<file path="src/rtl/pco_pkg.sv">
// constants and carrier types of the programmable clock output block
package pco_pkg;
  localparam logic [15:0] SEL_ADDR = 16'hFF40;
  localparam logic [15:0] PORT3_DIR_ADDR = 16'hFF23;
  localparam logic [7:0] SEL_RESET = 8'h00;
  localparam logic [7:0] PORT3_DIR_RESET = 8'hFF;
  localparam int ENABLE_BIT = 7;
  localparam int TSRC_HI = 6;
  localparam int TSRC_LO = 4;
  localparam int OSRC_HI = 3;
  localparam int OSRC_LO = 0;
  localparam int PIN_DIR_BIT = 5;
  localparam int DIV_W = 9;
  // out_source_field codes
  localparam logic [3:0] OSRC_SUB = 4'h0;
  localparam logic [3:0] OSRC_DIV1 = 4'h5;
  localparam logic [3:0] OSRC_DIV128 = 4'hC;
  // timer source codes
  localparam logic [2:0] TSRC_EXT = 3'h0;
  localparam logic [2:0] TSRC_DBL = 3'h1;
  localparam logic [2:0] TSRC_DIV4 = 3'h4;
  localparam logic [2:0] TSRC_WATCH = 3'h7;
  // tap index of fxx/1 relative to a doubled fxx
  localparam logic [3:0] TAP_FXX = 4'h1;

  typedef struct packed {
    logic [15:0] addr;
    logic wr;
    logic rd;
    logic bit_wr;
    logic [2:0] bit_sel;
    logic bit_val;
    logic [7:0] wdata;
  } pco_req_t;

  typedef struct packed {
    logic o;
    logic oe;
  } pco_pin_t;

  typedef enum logic {GATE_OFF, GATE_ON} pco_gate_t;
endpackage : pco_pkg

</file>
<file path="src/rtl/pco_clock_out.sv">
// clock output control with 16-bit timer count clock select
`timescale 1ns/10ps
module pco_clock_out (
  input wire logic clk,
  input wire logic rstn,
  input pco_pkg::pco_req_t req,
  output logic [7:0] rdata,
  input wire logic divider_bypass_bit,
  input wire logic port3_bit5_latch,
  input wire logic sub_clk_in,
  input wire logic external_timer_input,
  input wire logic watch_timer_tick,
  output pco_pkg::pco_pin_t port3_bit5_pin,
  output logic timer_count_clk
);
  import pco_pkg::*;

  ////////////////////////////////////////////////////////////////
  // tap of a free-running divider; clk is twice the oscillator
  function automatic logic tap(input logic [DIV_W-1:0] cnt, input logic [3:0] idx,
                               input logic bypass);
    logic [3:0] pos;
    pos = idx - {3'h0, bypass};
    if (idx == 4'h0 && bypass)
      tap = 1'b0;
    else
      tap = cnt[pos];
  endfunction : tap

  ////////////////////////////////////////////////////////////////
  // input synchronisers
  logic [1:0] sub_sync_r;
  logic [1:0] ti_sync_r;
  logic [1:0] sub_sync_nxt;
  logic [1:0] ti_sync_nxt;

  always_comb begin
    sub_sync_nxt = {sub_sync_r[0], sub_clk_in};
    ti_sync_nxt = {ti_sync_r[0], external_timer_input};
  end

  always_ff @(posedge clk or negedge rstn) begin
    if (!rstn) begin
      sub_sync_r <= 2'b00;
      ti_sync_r <= 2'b00;
    end else begin
      sub_sync_r <= sub_sync_nxt;
      ti_sync_r <= ti_sync_nxt;
    end
  end

  ////////////////////////////////////////////////////////////////
  // registers
  logic [7:0] sel_r;
  logic [7:0] sel_nxt;
  logic [7:0] dir_r;
  logic [7:0] dir_nxt;
  logic [7:0] rdata_r;
  logic [7:0] rdata_nxt;

  always_comb begin
    sel_nxt = sel_r;
    dir_nxt = dir_r;
    rdata_nxt = 8'h00;
    if (req.addr == SEL_ADDR) begin
      if (req.wr)
        sel_nxt = req.wdata;
      else if (req.bit_wr)
        sel_nxt[req.bit_sel] = req.bit_val;
      if (req.rd)
        rdata_nxt = sel_r;
    end
    if (req.addr == PORT3_DIR_ADDR) begin
      if (req.wr)
        dir_nxt = req.wdata;
      else if (req.bit_wr)
        dir_nxt[req.bit_sel] = req.bit_val;
      if (req.rd)
        rdata_nxt = dir_r;
    end
  end

  always_ff @(posedge clk or negedge rstn) begin
    if (!rstn) begin
      sel_r <= SEL_RESET;
      dir_r <= PORT3_DIR_RESET;
      rdata_r <= 8'h00;
    end else begin
      sel_r <= sel_nxt;
      dir_r <= dir_nxt;
      rdata_r <= rdata_nxt;
    end
  end

  ////////////////////////////////////////////////////////////////
  // divider and source selection
  logic [DIV_W-1:0] div_r;
  logic [DIV_W-1:0] div_nxt;
  logic out_wave;
  logic tmr_wave;
  logic [3:0] osrc;
  logic [2:0] tsrc;

  always_comb begin
    div_nxt = div_r + {{(DIV_W-1){1'b0}}, 1'b1};
    osrc = sel_r[OSRC_HI:OSRC_LO];
    tsrc = sel_r[TSRC_HI:TSRC_LO];
    out_wave = 1'b0;
    if (osrc == OSRC_SUB)
      out_wave = sub_sync_r[1];
    else if (osrc >= OSRC_DIV1 && osrc <= OSRC_DIV128)
      out_wave = tap(div_r, osrc - OSRC_DIV1 + TAP_FXX, divider_bypass_bit);
    tmr_wave = 1'b0;
    if (tsrc == TSRC_EXT)
      tmr_wave = ti_sync_r[1];
    else if (tsrc >= TSRC_DBL && tsrc <= TSRC_DIV4)
      tmr_wave = tap(div_r, {1'b0, tsrc - TSRC_DBL}, divider_bypass_bit);
    else if (tsrc == TSRC_WATCH)
      tmr_wave = watch_timer_tick;
  end

  ////////////////////////////////////////////////////////////////
  // glitch-free gate and pin drive
  pco_gate_t gate_r;
  pco_gate_t gate_nxt;
  pco_pin_t pin_r;
  pco_pin_t pin_nxt;
  logic tmr_r;

  always_comb begin
    gate_nxt = gate_r;
    // gate only moves while the source is low
    if (!out_wave) begin
      case (gate_r)
        GATE_OFF: gate_nxt = sel_r[ENABLE_BIT] ? GATE_ON : GATE_OFF;
        GATE_ON: gate_nxt = sel_r[ENABLE_BIT] ? GATE_ON : GATE_OFF;
        default: gate_nxt = GATE_OFF;
      endcase
    end
    pin_nxt.oe = ~dir_r[PIN_DIR_BIT];
    if (port3_bit5_latch)
      pin_nxt.o = 1'b1;
    else
      pin_nxt.o = (gate_nxt == GATE_ON) & out_wave;
  end

  always_ff @(posedge clk or negedge rstn) begin
    if (!rstn) begin
      div_r <= '0;
      gate_r <= GATE_OFF;
      pin_r <= '0;
      tmr_r <= 1'b0;
    end else begin
      div_r <= div_nxt;
      gate_r <= gate_nxt;
      pin_r <= pin_nxt;
      tmr_r <= tmr_wave;
    end
  end

  assign rdata = rdata_r;
  assign port3_bit5_pin = pin_r;
  assign timer_count_clk = tmr_r;
endmodule : pco_clock_out

</file>
<file path="config.mk">
export PLATFORM = sky130hd
export DESIGN_NAME = pco_clock_out
export DESIGN_NICKNAME = d
export VERILOG_FILES = /design/src/rtl/pco_pkg.sv /design/src/rtl/pco_clock_out.sv
export SDC_FILE = /design/constraint.sdc
export NUM_CORES = 1
export LEC_CHECK = 0
export BUFFER_PORTS_ARGS = -buffer_cell sky130_fd_sc_hd__buf_2
export CORE_MARGIN = 2
export CORE_UTILIZATION = 40
export CTS_CLUSTER_SIZE = 16
export DETAILED_ROUTE_END_ITERATION = 12
export GPL_TIMING_DRIVEN = 0
export PLACE_DENSITY_LB_ADDON = 0.05
export SLEW_MARGIN = 40
export SYNTH_ARGS = -nofsm -noshare
export SYNTH_HDL_FRONTEND = slang
export SYNTH_SLANG_ARGS = --single-unit
</file>
<file path="constraint.sdc">
create_clock -name clk -period 5.95 [get_ports clk]
set_input_delay 0.2975 -clock clk [delete_from_list [all_inputs] [get_ports clk]]
set_output_delay 0.2975 -clock clk [all_outputs]
set_load 0.02 [all_outputs]
</file>
; ---- Yosys cells after proc, flatten, opt, wreduce, memory -nomap -nowiden
; Index checks and enable logic that the tools add are counted.
[totals]
ff_bits = 41
in_bits = 38
output_inout_bits = 11
word_cells = 67
[op_classes]
n_addsub = 6
muxes = 26
n_lt_le_gt_ge = 8
bitwise = 2
n_reduce_logical = 12
eq_ne = 3
[op_table]
columns = operator, count
row1 = 8-bit two-way mux, 8
row2 = "16-bit equality test, second input constant", 2
row3 = 8-bit bitwise mux, 2
row4 = 1-bit two-way mux, 13
row5 = "4-bit by 5-bit < comparator with 1-bit output, second input constant", 2
row6 = "9-bit by 1-bit adder with 9-bit output, second input constant", 1
row7 = 1-bit binary-select mux with 4-bit select, 2
row8 = 4-bit zero test, 2
row9 = "3-bit by 1-bit >= comparator with 1-bit output, second input constant", 2
row10 = 3-bit zero test, 2
row11 = 1-bit logical AND, 5
row12 = "4-bit by 1-bit adder with 4-bit output, second input constant", 1
row13 = "4-bit by 3-bit >= comparator with 1-bit output, second input constant", 1
row14 = "4-bit less-or-equal comparator, second input constant", 1
row15 = "3-bit by 4-bit < comparator with 1-bit output, second input constant", 1
row16 = 2-bit AND reduction, 2
row17 = 3-bit by 1-bit subtractor with 4-bit output, 1
row18 = 4-bit by 1-bit subtractor with 4-bit output, 1
row19 = "4-bit by 3-bit subtractor with 4-bit output, second input constant", 1
row20 = 1-bit demux with 3-bit select, 1
row21 = "3-bit equality test, second input constant", 1
row22 = "3-bit less-or-equal comparator, second input constant", 1
row23 = "3-bit by 1-bit subtractor with 3-bit output, second input constant", 1
row24 = 2-bit nonzero test, 1
row25 = 2 further kinds, 2

; ---- Depth between registers and ports, before layout
; Gate-level depths: netlist of the first run.
[depth]
word_depth = 11
ltp_mapped = 8

; ---- Worst setup path before layout of the first run
; Ideal clock, no wire load.
[synth_timing]
kind = reg-to-reg
start = register sel_r[4]
end = register tmr_r (netlist: timer_count_clk)
t_required_ns = 5.860
stages_incl_launch_ff = 9
setup_slack_ns = 3.830
arrival_ns = 2.030
setup_time_ns = 0.090
period_less_slack_ns = 2.120
path_buffers = 0
path_cell_list = dfrtp_1 inv_1 ha_1 ha_1 nand3b_1 a32o_1 a2111oi_0 nand3_1 o221ai_1
[synth_via]
elab_chain_len = 7
[synth_rtl]
columns = element, line_no
row1 = "start, declared", pco_clock_out.sv:54  ; logic [7:0] sel_r;
row2 = "start signal, assigned", pco_clock_out.sv:89  ; sel_r <= sel_nxt;
row3 = 3-bit by 1-bit subtractor with 3-bit output, pco_clock_out.sv:117  ; tmr_wave = tap(div_r, {1'b0, tsrc - TSRC_DBL}, divider_bypass_bit);
row4 = 3-bit by 1-bit subtractor with 4-bit output, pco_clock_out.sv:23  ; pos = idx - {3'h0, bypass};
row5 = 1-bit binary-select mux with 4-bit select, pco_clock_out.sv:27  ; tap = cnt[pos];
row6 = 1-bit two-way mux (not written as such), pco_clock_out.sv:27
row7 = 1-bit two-way mux, pco_clock_out.sv:24  ; if (idx == 4'h0 && bypass)
row8 = 1-bit two-way mux, pco_clock_out.sv:116  ; else if (tsrc >= TSRC_DBL && tsrc <= TSRC_DIV4)
row9 = 1-bit two-way mux *, pco_clock_out.sv:114  ; if (tsrc == TSRC_EXT)
row10 = via tmr_wave, pco_clock_out.sv:100  ; logic tmr_wave;
row11 = "end signal, assigned", pco_clock_out.sv:157  ; tmr_r <= tmr_wave;
row12 = "end, declared", pco_clock_out.sv:128  ; logic tmr_r;
; The timed path passes the listed nets; every way through them passes the cells marked *. The select of a mux whose other input is x is not followed.
; A chain may end at the register's enable or synchronous reset.

; ---- Worst setup path in the final report of the first run
; Same ends and word-level chain as after synthesis.

==> run metrics, run 1 <==
status finished, final reports clean; hold path depth 1; first-pass GRT wire length 7.98 mm; crit path time final 2.37 ns; slew at the pin with the worst max-slew slack 0.703 ns; FFs w/ async S/R, synth 100%; Leakage Power roughly 1.3 nW; I/O Buffers 47; drt total wl around 4.8 mm; GRT Resource Usage Total around 16%; Seq pwr share 54.7%; largest net degree at the start of global routing 42; full die area 6350 um2; Seq/Total Area, Yosys 45.2%; Syn Area/Cell 11.0 um2; RSZ-0062 raised after global routing no; placed cell count 328; vias in the first global route 1639; Die Wd 79.7 um; Post-synth EDFFs 0; CTS sink count 41; initial core utilization 41.6%; Post-Syn Area 2290 um2; Max clock buf depth 2; R2R Setup Slk about 3.6 ns; initial antenna violation count 0; H-tree levels 2; crit path max fanout 7; Yosys reg bits 41; Final Hold Viols 0; Synth Instances 209; WHS Endpoint sub_sync_r[0]$_DFF_PN0_; Avg WL per Cell approximately 14 um; clk_skew ~0.0081 ns; Crit. End Element flop; clock latency on the worst-skew pair 0.29 ns; Yosys Warn Count 0; CP required 6.15 ns; diode count 0; Worst EP arrival 2.56 ns; P_sw between 0.0001 and 0.00015 W; VDD IR max 0.0890 mV; most frequent cell after synthesis dfrtp_1; Clk pin slew, worst setup/hold paths 0.08 ns; TNS Setup 0 ns; min-delay src sub_clk_in; gr ovfl total 0; Fillers a little over 500; placed wire-length estimate 3.54 mm; ANT nets after route 0; CP startpoint kind flop; post-synth cell types 42; top post-synthesis cells by area dfrtp_1 36%, dfstp_2 9.2%, ha_1 7.6%; worst r2r src sel_r[4]$_DFFE_PN0P_; die span in y 79.7 um; Core ar. 5510 um2; Switching Share 23.5%; Slew Viols, Final 0; PostCTS Resize Cnt 0; Num CTS Buffers 5; routability cong. 0.776; post-synth top area share 36.0%; Vias/cell between 5 and 6; Max Freq 422 MHz; Cell Int Power 0.000394 W; violation count after the first detailed-route iteration 79; layout cells sized above 1 between 20% and 30%; num rows 27; Max Cap Viol 0; Tcrit/Tclk final 39.8%; synthesis-to-finish area growth 18.7%; leading area contributor after synthesis dfrtp_1; I/O Pins 49; # setup viols final 0; worst hold path class input port to flop; relative slew slack 52.8%; CTS tree yes; main flop type after synthesis dfrtp_1; worst r2r dst timer_count_clk$_DFF_PN0_; Finished Cell Area roughly 2700 um2; Post-synth top cells 33 x dfrtp_1, 17 x nand2_1, 16 x nor2_1; combinational power share 8.6%; # DRC 0; # nets final roughly 320; Setup Crit Path Kind flop to flop; clock network power share 36.6%; syn_nets 261; Pre-antenna DRT Iters 4; placed cell area roughly 2600 um2; PD cells 189 nW/um2; Via Count roughly 1.7k; non-filler cells, final 337; Root Driver clkbuf_8; r2r worst-path depth 8
[sequential cells by signal, summed over array words and instances (netlist names)]
signal,count
div_r,9
gate_r,1
sel_r,8
sub_sync_r,2
timer_count_clk,1
port3_bit5_pin,2
rdata,8
dir_r,8
ti_sync_r,2
[cell usage in the layout (no fill, tap or decap), types with 9 or more instances in the layout]
cell type / count
buf_2: 46
dfrtp_1: 33
nand2_1: 17
nor2_1: 16
inv_1: 15
mux2_1: 14
ha_1: 14
nand4_1: 9
nor2b_1: 9
[power groups by stage]
stage / logic (W) / clock network (W) / registers (W)
2_1_floorplan: 0.0000184 / 0 / 0.000288
3_3_place_gp: 0.0000440 / 0 / 0.000287
3_5_place_dp: 0.0000446 / 0 / 0.000287
4_1_cts: 0.0000453 / 0.000196 / 0.000281
5_1_grt: 0.0000499 / 0.000210 / 0.000282
6_report: 0.0000445 / 0.000188 / 0.000281
[how the worst max path moves through the flow]
stage	start	to	slack (ns)	cells after the start
global route	sel_r[4]$_DFFE_PN0P_	timer_count_clk$_DFF_PN0_	3.41	8
global placement	req[18]	sel_r[5]$_DFFE_PN0P_	3.42	6
CTS	sel_r[4]$_DFFE_PN0P_	timer_count_clk$_DFF_PN0_	3.58	8
detailed placement	req[18]	sel_r[5]$_DFFE_PN0P_	3.45	6
finish	sel_r[4]$_DFFE_PN0P_	timer_count_clk$_DFF_PN0_	3.58	8
floorplan	sel_r[4]$_DFFE_PN0P_	timer_count_clk$_DFF_PN0_	3.83	8
[cells by family after synthesis]
kind of cell               Yosys count  synth area share [%]
muxes                               23                  12.0
xor gates and xnor gates             9                  3.44
adders and majority gates           14                  7.64
buffers and inverters               19                  3.11
DFF                                 41                  45.2
AOI/OAI and AO/OA                   33                  11.2
and+or+nand+nor                     70                  17.4
[area by class of cell]
cell class                      instances  area (um2)  area share (%)
Inverter                               15        56.3            2.07
Timing Repair Buffer                   48         248            9.11
Clock buffer                            8        90.1            3.31
Buffer                                  4        15.0           0.552
Tap cell                               72        90.1            3.31
Multi-Input combinational cell        149        1180            43.6
Sequential cell                        41        1040            38.1
[layer usage]
layer  GRT usage (%)  up-vias  share of wire, %
met5               0        -                 0
met4            4.31        0               1.1
met1            23.9      829                49
li1                -      867                 -
met3            3.96        8               5.0
met2            23.4       38                45
[critical path, stage by stage, from the launching register on]
cell and delay, ns:
dfrtp_1 0.47, inv_1 0.07, ha_1 0.33, ha_1 0.25, nand3b_1 0.17, a32o_1 0.27
a2111oi_0 0.39, nand3_1 0.15, o221ai_1 0.18
[per-stage QoR]
step           hold WS (ns)  setup slack (ns)  utilization [%]  total power [W]
6_report              0.108              3.58             49.4         0.000514
5_1_grt              0.0951              3.41             49.4         0.000542
4_1_cts               0.101              3.58             49.4         0.000523
3_5_place_dp          0.319              3.45             47.6         0.000331
3_3_place_gp          0.335              3.42             47.5         0.000331
2_1_floorplan       0.00191              3.83                -         0.000306
[repair_timing]
action | 4_1_cts | 5_1_grt
endpoints found under the hold margin | 7 | 0
hold buffers | 1 | 0
buffers inserted | 0 | 0
(Power assumes the default switching activity.)
==> inputs of run 2 (changes only) <==
- clock period: 5.95 -> 2.3 ns (I/O delays scaled with it)
==> run 2 against run 1 <==
Effect of this change: sequential power grew to 2.6 times the previous value; die area unchanged; non-clock buffer count up 5; utilization grew 1.1 points; worst setup slack worse by 3.4 ns; maximum frequency is 10% higher; register-to-register slack got worse by 3.4 ns; total power rose to 2.6 times the previous value; combinational power rose to 2.7 times the previous value; count of clock-buffer cells in the layout unchanged; critical endpoint unchanged.
==> run metrics, run 2 (same netlist as run 1, synthesis figures left out) <==
initial antenna violation count 0; Fillers between 500 and 600; Finished Cell Area roughly 2800 um2; max reg flops 9; most common cell after layout, fill and taps aside buf_2; full die area roughly 6400 um2; Vias/cell 5.16; relative slew slack 53.9%; crit path max fanout 4; I/O Buffers 47; clock latency on the worst-skew pair ~0.29 ns; slew at the pin with the worst max-slew slack just under 0.7 ns; drt total wl 4.85 mm; initial core utilization 41.6%; Tcrit/Tclk final 93.5%; gr ovfl total 0; placed cell area 2620 um2; RSZ-0062 raised after global routing no; # nets final 321; violation count after the first detailed-route iteration 89; PD cells between 400 and 500 nW/um2; ANT nets after route 0; overall power 0.00133 W; I/O Pins 49; placed wire-length estimate 3.54 mm; Layout Utilization between 50% and 60%; commonest non-fill, non-tap cells in the layout 46 x buf_2, 32 x dfrtp_1, 17 x nand2_1; largest net degree at the start of global routing 42; placed cell count 328; final hold slack 0.0122 ns; Via Count ~1.8k; diode count 0; Clk pin slew, worst setup/hold paths 0.08 ns; Final Hold Viols 0; status finished, final reports clean; Biggest register div_r; CTS tree yes; Leakage Power roughly 1.3 nW; Switching Share 23.5%; combinational power share 8.9%; Slew Viols, Final 0; Avg WL per Cell around 14 um; VDD IR max 0.251 mV; Pre-antenna DRT Iters 4; P_sw ~0.00031 W; die span in y 79.7 um; worst hold path class input port to flop; Max clock buf depth 2; vias in the first global route 1651; num rows 27; Root Driver clkbuf_8; # DRC 0; H-tree levels 2; synthesis-to-finish area growth 21.2%; Core ar. ~5500 um2; layout cells sized above 1 28.9%; Crit. End Element flop; first-pass GRT wire length 8.01 mm; GRT Resource Usage Total ~16%; non-filler cells, final 342; routability cong. 0.776; CP required 2.50 ns; Max Cap Viol 0; # setup viols final 0; Seq pwr share a little over half; clock network power share 36.5%; Num CTS Buffers 5; crit path time final approximately 2.1 ns; CTS sink count 41; clk_skew 0.00807 ns; Worst EP arrival 2.35 ns; Cell Int Power around 0.0010 W; Setup Crit Path Kind flop to flop; Die Wd 79.7 um; CP startpoint kind flop; Max Freq 465 MHz
[run 2: power by group through the flow]
stage	Clock (W)	Combinational (W)	Sequential (W)
after CTS	0.000508	0.000120	0.000728
after global placement	0	0.000114	0.000741
final	0.000487	0.000118	0.000728
after detailed placement	0	0.000115	0.000742
after floorplan	0	0.0000477	0.000744
after global routing	0.000544	0.000132	0.000729
[run 2: worst max-delay path, stage by stage, from the launching register on]
cell       delay, ns
dfrtp_1         0.40
inv_1           0.08
ha_1            0.31
ha_2            0.22
nand3b_1        0.16
a32o_1          0.28
a2111oi_2       0.30
nand3_1         0.16
o221ai_2        0.16
[run 2: cell type report]
| cell class | count | area, um2 | area share, % |
|---|---|---|---|
| clock buffer | 8 | 90.1 | 3.24 |
| timing repair buffer | 53 | 290 | 10.4 |
| tap | 72 | 90.1 | 3.24 |
| inverter | 15 | 56.3 | 2.03 |
| sequential | 41 | 1040 | 37.3 |
| buffer | 4 | 15.0 | 0.540 |
| multi-input combinational | 149 | 1200 | 43.2 |
[run 2: metal layers]
metal	track usage, %	routed length, um	vias up
met1	23.9	2390	848
met4	4.31	48	0
li1	-	-	871
met3	3.96	236	6
met5	0	0	-
met2	23.6	2180	40
[run 2: timing repair]
item,CTS,global route
hold buffers,3,0
gates resized for setup,2,3
setup buffers,0,3
setup endpoints to repair,1,1
pin swaps,0,2
hold endpoints to repair,35,0
[run 2: worst paths after layout]
kind,from,end,cells past startpoint,slack [ns]
min,port3_bit5_latch,port3_bit5_pin[1]$_DFF_PN0_,2,0.01
max reg2reg,sel_r[5]$_DFFE_PN0P_,timer_count_clk$_DFF_PN0_,8,0.15
max,sel_r[5]$_DFFE_PN0P_,timer_count_clk$_DFF_PN0_,8,0.15
min in group asynchronous,rstn,port3_bit5_pin[1]$_DFF_PN0_,2,0.34
max in group asynchronous,rstn,sel_r[4]$_DFFE_PN0P_,2,1.56
min reg2reg,sub_sync_r[0]$_DFF_PN0_,sub_sync_r[1]$_DFF_PN0_,0,0.36
[run 2: stage by stage]
| step | setup slack [ns] | setup TNS, ns |
|---|---|---|
| 2_1_floorplan | 0.180 | 0 |
| 3_3_place_gp | -0.0434 | -0.122 |
| 3_5_place_dp | -0.0284 | -0.0540 |
| 4_1_cts | 0.00348 | 0 |
| 5_1_grt | 0.0128 | 0 |
| 6_report | 0.150 | 0 |
